$ cat src/dur_pkg.sv
`default_nettype none

// ****************************************************************
// Shared constants for the update and reset control
// ****************************************************************
package dur_pkg;
    localparam int N_CH = 4;
    localparam int DATA_W = 16;
    localparam int FRAME_W = 24;
    localparam int BYTES_PER_FRAME = 3;
    localparam int CNT_W = 2;

    // Frame field positions
    localparam int CMD_MSB = 23;
    localparam int CMD_LSB = 20;
    localparam int ADDR_MSB = 19;
    localparam int ADDR_LSB = 16;
    localparam int DATA_MSB = 15;
    localparam int DATA_LSB = 0;
    localparam int MASK_MSB = 3;
    localparam int MASK_LSB = 0;
    localparam int REF_BIT = 0;

    // Command codes
    localparam logic [3:0] CMD_WRITE_IN = 4'h1;
    localparam logic [3:0] CMD_UPDATE = 4'h2;
    localparam logic [3:0] CMD_WRITE_UPD = 4'h3;
    localparam logic [3:0] CMD_STROBE_MASK = 4'h5;
    localparam logic [3:0] CMD_SOFT_RESET = 4'h6;
    localparam logic [3:0] CMD_REF_SETUP = 4'h7;

    // Reset values
    localparam logic [DATA_W-1:0] ZERO_CODE = 16'h0000;
    localparam logic [DATA_W-1:0] MID_CODE = 16'h8000;
    localparam logic [N_CH-1:0] MASK_RESET = 4'h0;
    localparam logic REF_RESET = 1'b0;

    typedef enum logic [1:0] {
        ST_INIT = 2'b01,
        ST_RUN = 2'b10
    } dur_state_e;
endpackage

`default_nettype wire

$ cat src/dur_frame_rx.sv
`default_nettype none

// ****************************************************************
// Byte-to-frame assembler: command byte, data MSB, data LSB
// ****************************************************************
module dur_frame_rx
    import dur_pkg::*;
(
    input wire logic ref_clk_i,               // System clock
    input wire logic rst_i,                   // Power-on reset
    input wire logic start_i,                 // Start with own address acked
    input wire logic byte_valid_i,            // Acked data byte strobe
    input wire logic [7:0] byte_i,            // Acked data byte
    input wire logic stop_i,                  // Stop condition
    output logic frame_valid_o,               // Whole frame pulse
    output logic [dur_pkg::FRAME_W-1:0] frame_o // Assembled frame
);
    logic [CNT_W-1:0] count;
    logic [FRAME_W-1:0] shift;
    logic armed;
    wire last_byte = byte_valid_i && armed && (count == CNT_W'(BYTES_PER_FRAME - 1));
    wire [FRAME_W-1:0] next_shift = {shift[FRAME_W-9:0], byte_i};

    // Short frames are dropped: nothing leaves before the third byte
    always_ff @(posedge ref_clk_i)
    begin
        if (rst_i || start_i || stop_i)
        begin
            count <= '0;
            armed <= start_i && !rst_i;
            frame_valid_o <= 1'b0;
        end
        else if (byte_valid_i && armed)
        begin
            count <= last_byte ? '0 : count + 1'b1;
            armed <= !last_byte;
            frame_valid_o <= last_byte;
        end
        else
        begin
            frame_valid_o <= 1'b0;
        end
    end

    always_ff @(posedge ref_clk_i)
    begin
        if (rst_i)
        begin
            shift <= '0;
            frame_o <= '0;
        end
        else
        begin
            if (byte_valid_i && armed)
            begin
                shift <= next_shift;
            end
            if (last_byte)
            begin
                frame_o <= next_shift;
            end
        end
    end
endmodule

`default_nettype wire

$ cat src/dur_ctrl.sv
`default_nettype none

module dur_ctrl
    import dur_pkg::*;
(
    input wire logic ref_clk_i,                  // System clock, 25 MHz
    input wire logic rst_i,                      // Power-on reset, active high
    input wire logic start_i,                    // Start, own address acked
    input wire logic byte_valid_i,               // Acked data byte strobe
    input wire logic [7:0] byte_i,               // Acked data byte
    input wire logic stop_i,                     // Stop condition
    input wire logic load_strobe_n_i,            // Load strobe pin, active low
    input wire logic reset_n_i,                  // Hardware reset pin, active low
    input wire logic reset_level_select_i,       // 0 zero scale, 1 midscale
    output logic [dur_pkg::N_CH-1:0][dur_pkg::DATA_W-1:0] dac_code_o, // DAC registers
    output logic [dur_pkg::N_CH-1:0][dur_pkg::DATA_W-1:0] input_reg_o, // Input registers
    output logic [dur_pkg::N_CH-1:0] load_strobe_mask_o, // Strobe mask
    output logic reference_off_o,                // Reference disabled
    output logic init_done_o                     // Initialisation complete
);
    import dur_pkg::*;

    // ****************************************************************
    // Frame reception
    // ****************************************************************
    logic frame_valid;
    logic [FRAME_W-1:0] frame;

    dur_frame_rx u_rx (
        .ref_clk_i(ref_clk_i),
        .rst_i(rst_i),
        .start_i(start_i),
        .byte_valid_i(byte_valid_i),
        .byte_i(byte_i),
        .stop_i(stop_i),
        .frame_valid_o(frame_valid),
        .frame_o(frame)
    );

    // ****************************************************************
    // Decode
    // ****************************************************************
    function automatic logic is_cmd(input logic [FRAME_W-1:0] f, input logic [3:0] code);
        is_cmd = (f[CMD_MSB:CMD_LSB] == code);
    endfunction

    dur_state_e state;
    dur_state_e next_state;
    logic strobe_q;

    wire [3:0] cmd = frame[CMD_MSB:CMD_LSB];
    wire [N_CH-1:0] addr = frame[ADDR_MSB:ADDR_LSB];
    wire [DATA_W-1:0] data = frame[DATA_MSB:DATA_LSB];
    wire initialised = (state == ST_RUN);
    wire cmd_ok = frame_valid && initialised;
    wire do_write_in = cmd_ok && is_cmd(frame, CMD_WRITE_IN);
    wire do_update = cmd_ok && is_cmd(frame, CMD_UPDATE);
    wire do_write_upd = cmd_ok && is_cmd(frame, CMD_WRITE_UPD);
    wire do_mask = cmd_ok && is_cmd(frame, CMD_STROBE_MASK);
    wire do_soft_reset = cmd_ok && is_cmd(frame, CMD_SOFT_RESET);
    wire do_ref = cmd_ok && is_cmd(frame, CMD_REF_SETUP);
    // Edge seen only after init, so power-on strobe activity is lost
    wire strobe_fall = strobe_q && !load_strobe_n_i && initialised;
    wire [DATA_W-1:0] clear_code = reset_level_select_i ? MID_CODE : ZERO_CODE;
    // Clear dominates every update source in the same cycle
    wire clear = !initialised || !reset_n_i || do_soft_reset;

    // ****************************************************************
    // Initialisation sequence
    // ****************************************************************
    always_comb
    begin
        next_state = state;
        unique case (state)
            ST_INIT:
            begin
                if (reset_n_i)
                begin
                    next_state = ST_RUN;
                end
            end
            ST_RUN:
            begin
                next_state = ST_RUN;
            end
        endcase
    end

    always_ff @(posedge ref_clk_i)
    begin
        if (rst_i)
        begin
            state <= ST_INIT;
            strobe_q <= 1'b1;
        end
        else
        begin
            state <= next_state;
            strobe_q <= load_strobe_n_i;
        end
    end

    assign init_done_o = state[1];

    // ****************************************************************
    // Per-channel register update
    // ****************************************************************
    logic [N_CH-1:0][DATA_W-1:0] next_dac;
    logic [N_CH-1:0][DATA_W-1:0] next_input;

    genvar ch;
    generate
        for (ch = 0; ch < N_CH; ch++)
        begin : g_ch
            wire sel = addr[ch];
            wire wr_in = sel && (do_write_in || do_write_upd);
            // Pin low on a write-input passes data straight through, mask or not
            wire data_to_dac = sel && (do_write_upd
                || (do_write_in && !load_strobe_n_i));
            wire copy_to_dac = (sel && do_update)
                || (strobe_fall && !load_strobe_mask_o[ch]);
            assign next_input[ch] = clear ? clear_code
                : wr_in ? data : input_reg_o[ch];
            assign next_dac[ch] = clear ? clear_code
                : data_to_dac ? data
                : copy_to_dac ? input_reg_o[ch] : dac_code_o[ch];
        end
    endgenerate

    always_ff @(posedge ref_clk_i)
    begin
        if (rst_i)
        begin
            dac_code_o <= '0;
            input_reg_o <= '0;
        end
        else
        begin
            dac_code_o <= next_dac;
            input_reg_o <= next_input;
        end
    end

    // ****************************************************************
    // Mask and reference setup
    // ****************************************************************
    always_ff @(posedge ref_clk_i)
    begin
        if (rst_i || do_soft_reset)
        begin
            load_strobe_mask_o <= MASK_RESET;
            reference_off_o <= REF_RESET;
        end
        else
        begin
            if (do_mask)
            begin
                load_strobe_mask_o <= frame[MASK_MSB:MASK_LSB];
            end
            if (do_ref)
            begin
                reference_off_o <= frame[REF_BIT];
            end
        end
    end

    // ****************************************************************
    // Assertions
    // ****************************************************************
    property p_mask_load;
        @(posedge ref_clk_i) disable iff (rst_i)
        (frame_valid && initialised && frame[CMD_MSB:CMD_LSB] == CMD_STROBE_MASK)
            |=> load_strobe_mask_o == $past(frame[MASK_MSB:MASK_LSB]);
    endproperty
    a_mask_load: assert property (p_mask_load)
        else $error("mask not loaded from frame");

    property p_mask_reset;
        @(posedge ref_clk_i)
        $fell(rst_i) |-> (load_strobe_mask_o == MASK_RESET) && !reference_off_o;
    endproperty
    a_mask_reset: assert property (p_mask_reset)
        else $error("mask or reference not at reset value");

    property p_masked_hold;
        @(posedge ref_clk_i) disable iff (rst_i)
        (strobe_fall && load_strobe_mask_o[0] && !frame_valid && reset_n_i)
            |=> $stable(dac_code_o[0]);
    endproperty
    a_masked_hold: assert property (p_masked_hold)
        else $error("masked channel followed strobe edge");

    property p_strobe_copy;
        @(posedge ref_clk_i) disable iff (rst_i)
        ($fell(load_strobe_n_i) && initialised && reset_n_i
            && !load_strobe_mask_o[0] && !frame_valid)
            |=> dac_code_o[0] == $past(input_reg_o[0]);
    endproperty
    a_strobe_copy: assert property (p_strobe_copy)
        else $error("strobe edge did not copy input register");

    property p_write_in_high;
        @(posedge ref_clk_i) disable iff (rst_i)
        (do_write_in && addr[0] && load_strobe_n_i && reset_n_i && !strobe_fall)
            |=> $stable(dac_code_o[0]) && input_reg_o[0] == $past(data);
    endproperty
    a_write_in_high: assert property (p_write_in_high)
        else $error("write-input with strobe high changed DAC register");

    property p_write_in_low;
        @(posedge ref_clk_i) disable iff (rst_i)
        (do_write_in && addr[0] && !load_strobe_n_i && reset_n_i)
            |=> dac_code_o[0] == $past(data) && input_reg_o[0] == $past(data);
    endproperty
    a_write_in_low: assert property (p_write_in_low)
        else $error("write-input with strobe low missed DAC register");

    property p_update;
        @(posedge ref_clk_i) disable iff (rst_i)
        (do_update && addr[0] && reset_n_i)
            |=> $stable(input_reg_o[0]) && dac_code_o[0] == $past(input_reg_o[0]);
    endproperty
    a_update: assert property (p_update)
        else $error("update command wrong");

    property p_write_upd;
        @(posedge ref_clk_i) disable iff (rst_i)
        (do_write_upd && addr[0] && reset_n_i)
            |=> dac_code_o[0] == $past(data) && input_reg_o[0] == $past(data);
    endproperty
    a_write_upd: assert property (p_write_upd)
        else $error("write-and-update command wrong");

    property p_hw_clear;
        @(posedge ref_clk_i) disable iff (rst_i)
        !reset_n_i |=> dac_code_o[0] == ($past(reset_level_select_i) ? MID_CODE : ZERO_CODE)
            && dac_code_o[N_CH-1] == dac_code_o[0];
    endproperty
    a_hw_clear: assert property (p_hw_clear)
        else $error("reset pin did not clear outputs");

    property p_init_wait;
        @(posedge ref_clk_i) disable iff (rst_i)
        (state == ST_INIT && !reset_n_i) |=> state == ST_INIT ##0 !init_done_o;
    endproperty
    a_init_wait: assert property (p_init_wait)
        else $error("initialised while reset pin low");

    property p_soft_reset;
        @(posedge ref_clk_i) disable iff (rst_i)
        do_soft_reset |=> load_strobe_mask_o == MASK_RESET
            && input_reg_o[0] == ($past(reset_level_select_i) ? MID_CODE : ZERO_CODE);
    endproperty
    a_soft_reset: assert property (p_soft_reset)
        else $error("software reset incomplete");

    property p_no_partial;
        @(posedge ref_clk_i) disable iff (rst_i)
        (!frame_valid && !strobe_fall && reset_n_i && initialised)
            |=> $stable(input_reg_o) && $stable(load_strobe_mask_o);
    endproperty
    a_no_partial: assert property (p_no_partial)
        else $error("registers changed without a whole frame");

    property p_ref_load;
        @(posedge ref_clk_i) disable iff (rst_i)
        do_ref |=> reference_off_o == $past(frame[REF_BIT]);
    endproperty
    a_ref_load: assert property (p_ref_load)
        else $error("reference bit not loaded from frame");

    property p_soft_ref;
        @(posedge ref_clk_i) disable iff (rst_i)
        do_soft_reset |=> !reference_off_o && dac_code_o[N_CH-1] == input_reg_o[N_CH-1];
    endproperty
    a_soft_ref: assert property (p_soft_ref)
        else $error("software reset left reference off");

    // Outputs track the select pin for as long as initialisation lasts
    property p_init_clear;
        @(posedge ref_clk_i) disable iff (rst_i)
        !initialised |=> dac_code_o[0] == ($past(reset_level_select_i) ? MID_CODE : ZERO_CODE)
            && input_reg_o[N_CH-1] == dac_code_o[0];
    endproperty
    a_init_clear: assert property (p_init_clear)
        else $error("outputs not at power-up code during initialisation");

    property p_masked_hold_ch2;
        @(posedge ref_clk_i) disable iff (rst_i)
        (strobe_fall && load_strobe_mask_o[2] && !frame_valid && reset_n_i)
            |=> $stable(dac_code_o[2]);
    endproperty
    a_masked_hold_ch2: assert property (p_masked_hold_ch2)
        else $error("masked channel two followed strobe edge");

    // Pin held low overrides the mask for direct writes
    property p_write_in_masked;
        @(posedge ref_clk_i) disable iff (rst_i)
        (do_write_in && addr[0] && !load_strobe_n_i && load_strobe_mask_o[0] && reset_n_i)
            |=> dac_code_o[0] == $past(data);
    endproperty
    a_write_in_masked: assert property (p_write_in_masked)
        else $error("masked write-input with strobe low missed DAC register");

    property p_reset_inputs;
        @(posedge ref_clk_i) disable iff (rst_i)
        !reset_n_i
            |=> input_reg_o[1] == ($past(reset_level_select_i) ? MID_CODE : ZERO_CODE);
    endproperty
    a_reset_inputs: assert property (p_reset_inputs)
        else $error("input register updated while reset pin low");

    // Release alone must not move any register
    property p_reset_hold;
        @(posedge ref_clk_i) disable iff (rst_i)
        ($rose(reset_n_i) && initialised && !frame_valid && !strobe_fall)
            |=> $stable(dac_code_o) && $stable(input_reg_o);
    endproperty
    a_reset_hold: assert property (p_reset_hold)
        else $error("outputs moved on reset pin release");

    property p_write_upd_ch1;
        @(posedge ref_clk_i) disable iff (rst_i)
        (do_write_upd && addr[1] && reset_n_i)
            |=> dac_code_o[1] == $past(data) && input_reg_o[1] == $past(data);
    endproperty
    a_write_upd_ch1: assert property (p_write_upd_ch1)
        else $error("write-and-update on channel one wrong");
endmodule

`default_nettype wire

$ cat config.mk
export PLATFORM = sky130hd
export DESIGN_NAME = dur_ctrl
export DESIGN_NICKNAME = d
export VERILOG_FILES = /design/src/dur_pkg.sv /design/src/dur_frame_rx.sv /design/src/dur_ctrl.sv
export SDC_FILE = /design/constraint.sdc
export NUM_CORES = 1
export LEC_CHECK = 0
export ABC_AREA = 1
export BUFFER_PORTS_ARGS = -buffer_cell sky130_fd_sc_hd__buf_2
export CORE_MARGIN = 3
export CORE_UTILIZATION = 30
export CTS_BUF_LIST = sky130_fd_sc_hd__clkbuf_4 sky130_fd_sc_hd__clkbuf_8
export CTS_CLUSTER_SIZE = 30
export DETAILED_ROUTE_END_ITERATION = 10
export GPL_TIMING_DRIVEN = 0
export PLACE_DENSITY = 0.57
export SYNTH_ARGS = -nofsm -noshare
export SYNTH_HDL_FRONTEND = slang
export SYNTH_SLANG_ARGS = --single-unit
export TNS_END_PERCENT = 30
$ cat constraint.sdc
create_clock -name ref_clk_i -period 4.35 [get_ports ref_clk_i]
set_input_delay 0.6525 -clock ref_clk_i [delete_from_list [all_inputs] [get_ports ref_clk_i]]
set_output_delay 0.6525 -clock ref_clk_i [all_outputs]
set_load 0.005 [all_outputs]
* Yosys cells after proc, flatten, opt, wreduce, memory -nomap -nowiden
Index checks and enable logic that the tools add are counted.
** Cells by class
- Bitwise gates (word level) :: 1
- Mux-type cells :: 26
- Eq/ne operators :: 10
- Reduce and logical (&&, ||, !) cells :: 59
- $add $sub $neg :: 1
** Operators by type and width (count)
- $mux W16 :: 21
- $logic_and A1 B1 Y1 :: 29
- $eq A4 B3 Y1 const B :: 3
- $reduce_bool A3 Y1 :: 4
- $logic_or A1 B1 Y1 :: 11
- $reduce_bool A2 Y1 :: 5
- $logic_not A1 Y1 :: 9
- $eq A4 B2 Y1 const B :: 2
- $eq A2 B2 Y1 const B :: 2
- $eq A4 B1 Y1 const B :: 1
- $mux W2 :: 2
- $pmux W2 S2 :: 1
- $add A2 B1 Y2 const B :: 1
- $eq A2 B1 Y1 const B :: 1
- $mux W1 :: 2
- $ne A2 B2 Y1 const B :: 1
- $reduce_or A2 Y1 :: 1
- $not A1 Y1 :: 1
** Word-level totals
- Input bits :: 16
- Word-level logic and storage cells :: 114
- Register bits :: 180

* Logic depth before layout (Yosys ltp)
Gate-level depths: netlist of run 1.
- Word-level depth :: 8
- Mapped depth :: 12

* Cells and area by module
From an unflattened synthesis of run 1, not the netlist that was laid out.
** Second synthesis, totals
- Cells, all modules :: 1162
- Area, all modules :: 8176.6 um^2
** By module, submodules not included
- dur_ctrl :: cells an instance 926, instances 1, area an instance 6467.5 um^2, sequential area each 2722.6 um^2
- dur_frame_rx :: cells an instance 236, instances 1, area an instance 1709.1 um^2, sequential area each 890.9 um^2

* Least setup slack after synthesis of run 1
No wires, ideal clock.
- Path kind :: input port to flip-flop
- Start point :: input load_strobe_n_i
- End point :: register dac_code_o[49] (netlist bit)
- Data required time :: 4.280 ns
- Stages :: 11
- Setup slack :: 2.555 ns
- Arrival :: 1.725 ns
- Buffers on the path :: 2
- Cell sequence :: inv_1 nand2_1 nor2_1 nand2_1 nand2_2 buf_6 nand2_4 a21oi_4 buf_4 nand2_1 a21oi_1
** Between the ends
- Longest elaborated chain between the ends :: 6
** RTL lines
- start, declared :: RTL line dur_ctrl.sv:12 : input wire logic load_strobe_n_i,
- $logic_not A1 Y1 (*) :: RTL line dur_ctrl.sv:63, dur_ctrl.sv:119
- $logic_and A1 B1 Y1 (on tied branches) :: RTL line dur_ctrl.sv:119, dur_ctrl.sv:63
- $logic_or A1 B1 Y1 or $logic_and A1 B1 Y1 (tied branches) :: RTL line dur_ctrl.sv:119, dur_ctrl.sv:63
- $logic_and A1 B1 Y1 (on tied branches) :: RTL line dur_ctrl.sv:118, dur_ctrl.sv:121
- $mux W16 or $logic_or A1 B1 Y1 (tied branches) :: RTL line dur_ctrl.sv:125, dur_ctrl.sv:121
- $mux W16 or $reduce_bool A3 Y1 (tied branches)
- end signal, assigned :: RTL line dur_ctrl.sv:139 : dac_code_o <= next_dac;
- end, declared :: RTL line dur_ctrl.sv:15 : output logic [dur_pkg::N_CH-1:0][dur_pkg::DATA_W-1:0] dac_code_o,
Mark *: on every way between the ends. The rest lies on a longest branch, timed or not.
A chain may end at the register's enable or synchronous reset.

* Worst setup path after layout of run 1
- Start point :: register state[1]
- End point :: register input_reg_o[49] (netlist bit)
** Between the ends
- Longest elaborated chain between the ends :: 6
** RTL lines
- start, declared :: RTL line dur_ctrl.sv:47 : dur_state_e state;
- start signal, assigned :: RTL line dur_ctrl.sv:98 : state <= next_state;
- $eq A2 B2 Y1 (*) :: RTL line dur_ctrl.sv:54 : wire initialised = (state == ST_RUN);
- $logic_and A1 B1 Y1 :: RTL line dur_ctrl.sv:55 : wire cmd_ok = frame_valid && initialised;
- $logic_and A1 B1 Y1 (on tied branches) :: RTL line dur_ctrl.sv:56, dur_ctrl.sv:58
- $logic_or A1 B1 Y1 :: RTL line dur_ctrl.sv:116 : wire wr_in = sel && (do_write_in || do_write_upd);
- $logic_and A1 B1 Y1 :: RTL line dur_ctrl.sv:116
- $reduce_bool A2 Y1 (no line)
- end signal, assigned :: RTL line dur_ctrl.sv:140 : input_reg_o <= next_input;
- end, declared :: RTL line dur_ctrl.sv:16 : output logic [dur_pkg::N_CH-1:0][dur_pkg::DATA_W-1:0] input_reg_o,
Marked as above.

==> flow_summary.json, run 1 <==
{
  "drtIter0Drc": 650,
  "netlist_instances": 1093,
  "nets": 1276,
  "min_delay_path_depth": 2,
  "finalSetupViolCount": 0,
  "clock_sinks": 180,
  "core_area_um2": 25470,
  "initial_utilization": 0.3085,
  "fin_crit_sh": 0.4666,
  "grt_pass1_wl_mm": 43.99,
  "rr_worst_depth": 7,
  "vias_per_cell": 4.934,
  "hold_start": "stop_i",
  "grt_setup_unrepaired": "false",
  "critPathMaxFanout": 10,
  "clk_pin_slew_ns": 0.10,
  "die-area_um2": 28170,
  "die_w_um": 167.8,
  "firstDrtPassIters": 7,
  "post-cts-setup-buffers": 0,
  "synth_seq_area_share": 0.4599,
  "ctsResizeCount": 0,
  "critPathSlowestCell": "nor2_1",
  "crit_type": "flip-flop to flip-flop",
  "drive_gt1_frac": 0.2027,
  "hold_viol_final": 0,
  "synthArstFlopShare": 0,
  "htreeDepth": 4,
  "status": "finished clean",
  "antenna_found_initial": 0,
  "met1_usage": 0.2681,
  "drv_cap": 0,
  "finalSetupTns_ns": 0,
  "synth_top_area_cell": "dfxtp_1",
  "cts_root_buf": "clkbuf_8",
  "ant_nets": 0,
  "r2r_slack_ns": 2.32,
  "synth_area_leaders": "dfxtp_1 46%, nand2_1 16%, a21oi_1 9.8%, nand4_1 5.5%, nand3_1 4.6%",
  "synthFlopType": "dfxtp_1",
  "grt_overflow": 0,
  "io_pins": 150,
  "synth-edff-count": 1,
  "n_antenna_cell": 0,
  "via_count": 7909,
  "grt_max_degree": 17,
  "worstSkewPairLatency_ns": 0.46,
  "drt-total-wl_mm": 28.64,
  "ys_types": 30,
  "cts_tree": "built",
  "slew_headroom": 0.5606,
  "fmax_mhz": 492.6,
  "syn_to_final_growth_pct": 19.68,
  "synth_area_um2": 7858,
  "cts-buffers-inserted": 17,
  "clk_path_buf_depth": 2,
  "final_max_slew_viol_count": 0,
  "wire_per_inst_um": 17.87,
  "powerDensity_nw_per_um2": 318.5,
  "required_ns": 4.75,
  "min-delay-path-class": "input pin to flip-flop",
  "critPathMaxStageDelay_ns": 0.44,
  "drc": 0,
  "ir_worst_vdd_v": 0.0001412,
  "yosys-top-cells-count": "345 x nand2_1, 179 x dfxtp_1, 154 x a21oi_1",
  "fp.dieH_um": 167.8,
  "place_congestion": 0.9034,
  "min_period_ns": 2.030,
  "p_leak_nw": 3.917,
  "ctsHoldBuffers": 0,
  "top_usage_layer": "met2",
  "ys_seq_elements": 180,
  "yosysTopAreaCellShare": 0.4561,
  "hold_ws_ns": 0.3591,
  "dp_hpwl_mm": 21.96,
  "yosys_warnings": 0,
  "hold_end": "u_rx.frame_valid_o",
  "r2r-start": "state[1]",
  "grt.met2_usage": 0.3213,
  "timing.rr.end": "input_reg_o[49]",
  "synthesis.nets": 1109,
  "syn_avg_cell_area_um2": 7.189,
  "finalClockSkew_ns": 0.01235,
  "arrival_ns": 2.43,
  "port_buffers": 148,
  "cp-end-kind": "flip-flop",
  "worst_pin_slew_ns": 0.6592,
  "start_kind": "flip-flop",
  "rows": 58,
  "use_met3": 0.04649,
  "grt_usage": 0.1999,
  "synth_most_common_cell": "nand2_1",
  "grt_pass1_vias": 7536,
  "crit_chain": "inv_1, nor2_2, nand3_2, buf_6, nor2_1, nand2_1, a21oi_1"
}
==> area by class of cell <==
cell class	count	area (µm²)
Clock inverter	10	96.34
Buffer	79	376.6
Sequential cell	180	3613
Inverter	60	225.2
Fill cell	2759	16070
Multi-Input combinational cell	774	3642
Timing Repair Buffer	148	740.7
Tap cell	330	412.9
Clock buffer	22	296.5
==> where the power goes <==
group	leakage (nW)	switching, mW	internal (mW)	total (mW)
clock network	0.203	0.638	0.526	1.16
logic	2.26	0.110	0.0401	0.150
registers	1.46	0.0146	1.67	1.68
==> worst max path at each step <==
stage                             from               to  slack (ns)
floorplan              load_strobe_n_i   dac_code_o[49]        2.55
global placement                 rst_i  input_reg_o[36]        2.05
detailed placement               rst_i  input_reg_o[61]        2.06
CTS                           state[1]  input_reg_o[49]        2.34
global route        u_rx.frame_valid_o  input_reg_o[56]        2.14
finish                        state[1]  input_reg_o[49]        2.32
==> flip-flops by register name, summed over array words and instances (netlist names) <==
register / count
state: 2
u_rx.shift: 16
dac_code_o: 64
input_reg_o: 64
load_strobe_mask_o: 4
u_rx.frame_valid_o: 1
u_rx.frame_o: 24
strobe_q: 1
u_rx.armed: 1
u_rx.count: 2
reference_off_o: 1
==> stage by stage <==
step                std cells  power, mW  setup WS (ns)  area, µm²  utilization
floorplan                1093      1.809          2.555       7858            -
global placement         1571      1.868          2.049       9011       0.3538
detailed placement       1571      1.870          2.058       9011       0.3538
CTS                      1603      3.013          2.341       9404       0.3692
global route             1603      3.095          2.140       9404       0.3692
finish                   1603      2.995          2.320       9404       0.3692
==> cells in the final DEF (no fill, tap or decap), types with 2 or more instances in the layout <==
cell and count:
a211oi_1 4, a21oi_1 154, a21oi_4 3, buf_1 2
buf_2 176, buf_4 2, buf_6 5, clkbuf_1 42
clkbuf_8 21, clkinv_2 3, clkinv_4 2, dfxtp_1 179
inv_1 51, inv_2 8, inv_6 3, nand2_1 345
nand2_2 4, nand2_4 3, nand3_1 72, nand3_2 2
nand4_1 69, nor2_1 46, nor2_2 10, nor2_4 11
o21ai_0 44
==> per-layer routing <==
layer | wire length [µm] | part of all wire | up-vias
met5 | 0 | 0 | -
met4 | 520 | 0.018 | 0
met3 | 1946 | 0.068 | 40
met2 | 13110 | 0.46 | 266
met1 | 13070 | 0.46 | 3645
li1 | - | - | 3958
==> kinds of logic after synthesis <==
| group | Yosys count | share of synthesized area |
|---|---|---|
| AND/OR/NAND/NOR | 566 | 0.3245 |
| AO/OA/AOI/OAI | 208 | 0.1390 |
| flip-flops | 180 | 0.4599 |
| buffers and inverters | 139 | 0.07659 |
==> critical path, delay by kind of cell (launching register included) <==
| kind | cells | cell delay [ns] |
|---|---|---|
| simple gates | 4 | 1.09 |
| compound gates | 1 | 0.16 |
| flops | 1 | 0.36 |
| buf+inv | 2 | 0.34 |
No activity file was read; power rests on OpenSTA's default activity.
==> run 2: changes to the inputs <==
clock period = 2.1 ns   (was 4.35 ns; I/O delays follow)
==> flow_summary.json, run 2 (synthesized netlist as in run 1, its figures left out) <==
{
  "status": "finished clean",
  "die-area_um2": 28170,
  "required_ns": 2.43,
  "vias_per_cell": 5.007,
  "grt_max_degree": 17,
  "nets": 1276,
  "io_pins": 150,
  "place_congestion": 0.9034,
  "cp-end-kind": "flip-flop",
  "clock_sinks": 180,
  "mostFrequentLayoutCells": "345 x nand2_1, 179 x dfxtp_1, 176 x buf_2, 154 x a21oi_1, 72 x nand3_1",
  "ir_worst_vdd_v": 0.0002907,
  "fmax_mhz": 504.2,
  "rows": 58,
  "die_w_um": 167.8,
  "fin_crit_sh": 0.9445,
  "antenna_found_initial": 0,
  "cts_tree": "built",
  "core_area_um2": 25470,
  "finalClockSkew_ns": 0.01376,
  "regArea_um2": 3613,
  "drtIter0Drc": 672,
  "post-cts-setup-buffers": 0,
  "critPathSlowestCell": "dfxtp_1",
  "clk_path_buf_depth": 2,
  "top_regs": "dac_code_o (64), input_reg_o (64), u_rx.frame_o (24)",
  "drv_cap": 0,
  "p_leak_nw": 3.917,
  "cts-buffers-inserted": 17,
  "place_area_um2": 9011,
  "stdcell_area_um2": 9424,
  "crit_chain": "inv_1, nor2_4, nand3_1, nor2_2, nor2_2, buf_2, nand2_1, a21oi_1",
  "worstSkewPairLatency_ns": 0.47,
  "critPathMaxFanout": 10,
  "worst_pin_slew_ns": 0.6540,
  "drc": 0,
  "finalPower_mw": 6.205,
  "dp_hpwl_mm": 21.96,
  "arrival_ns": 2.32,
  "n_antenna_cell": 0,
  "min_period_ns": 1.983,
  "critical_path.most_common_cell": "nor2_2",
  "initial_utilization": 0.3085,
  "grt_setup_unrepaired": "true",
  "ant_nets": 0,
  "multiInputGateArea_um2": 3662,
  "grt_pass1_wl_mm": 43.99,
  "final_max_slew_viol_count": 0,
  "start_kind": "flip-flop",
  "clk_pin_slew_ns": 0.09,
  "wire_per_inst_um": 17.91,
  "fp.dieH_um": 167.8,
  "grt_usage": 0.1999,
  "min-delay-path-class": "input pin to flip-flop",
  "critPathMaxStageDelay_ns": 0.37,
  "finalSetupViolCount": 0,
  "grt_pass1_vias": 7536,
  "powerDensity_nw_per_um2": 658.4,
  "slew_headroom": 0.5640,
  "firstDrtPassIters": 6,
  "crit_type": "flip-flop to flip-flop",
  "layout_commonest_cell": "nand2_1",
  "syn_to_final_growth_pct": 19.94,
  "htreeDepth": 4,
  "port_buffers": 148,
  "hold_viol_final": 0,
  "fillers": 2760,
  "grt_overflow": 0,
  "via_count": 8027,
  "cts_root_buf": "clkbuf_8",
  "drt-total-wl_mm": 28.71,
  "drive_gt1_frac": 0.2050
}
==> run 2: worst max-delay path, delay by kind of cell (launching register included) <==
kind            cells  cell delay [ns]
compound gates      1             0.05
buf+inv             2             0.29
flops               1             0.37
simple gates        5             1.14
==> run 2: routing by layer <==
metal,global-route usage,part of all wire,vias to the layer above
li1,-,-,3957
met1,0.2681,0.46,3747
met2,0.3213,0.46,282
met3,0.04649,0.068,41
met4,0.06048,0.020,0
met5,0,0,-
==> run 2: final cells by class <==
cell class,instances,area share
clock inverters,10,0.01022
plain buffers,79,0.03996
well taps,330,0.04381
flip-flops and latches,180,0.3834
clock buffers,22,0.03147
multi-input cells,774,0.3886
inverters,60,0.02390
repair buffers,148,0.07860
==> run 2: worst paths after layout <==
| path | from | end | slack [ns] | depth (start not counted) |
|---|---|---|---|---|
| worst min register to register | input_reg_o[57] | input_reg_o[57] | 0.49 | 2 |
| worst max-delay path | u_rx.frame_valid_o | input_reg_o[22] | 0.12 | 8 |
| worst max register to register | u_rx.frame_valid_o | input_reg_o[22] | 0.12 | 8 |
| worst min-delay path | stop_i | u_rx.frame_valid_o | 0.02 | 2 |
==> run 2: timing repair <==
| item | 4_1_cts | 5_1_grt |
|---|---|---|
| endpoints found under the setup margin | 0 | 24 |
| hold buffers | 0 | 0 |
| gates resized for setup | 0 | 5 |
| hold endpoints to repair | 0 | 0 |
==> run 2: through the flow <==
step	util	hold slack, ns	instances	worst slack (ns)	TNS, ns
6_report	0.3700	0.02036	1603	0.1166	0
4_1_cts	0.3692	0.002507	1603	0.09069	0
3_5_place_dp	0.3538	0.4685	1571	0.1086	0
3_3_place_gp	0.3538	0.4596	1571	0.1235	0
2_1_floorplan	-	0.3920	1093	0.5548	0
5_1_grt	0.3700	0.02482	1603	-0.03048	-0.06554
==> run 2: where the power goes <==
part	leakage, nW	switching (mW)	internal (mW)
Combinational	2.26	0.229	0.0837
Clock	0.203	1.32	1.09
Sequential	1.46	0.0302	3.45
Total	3.92	1.58	4.63
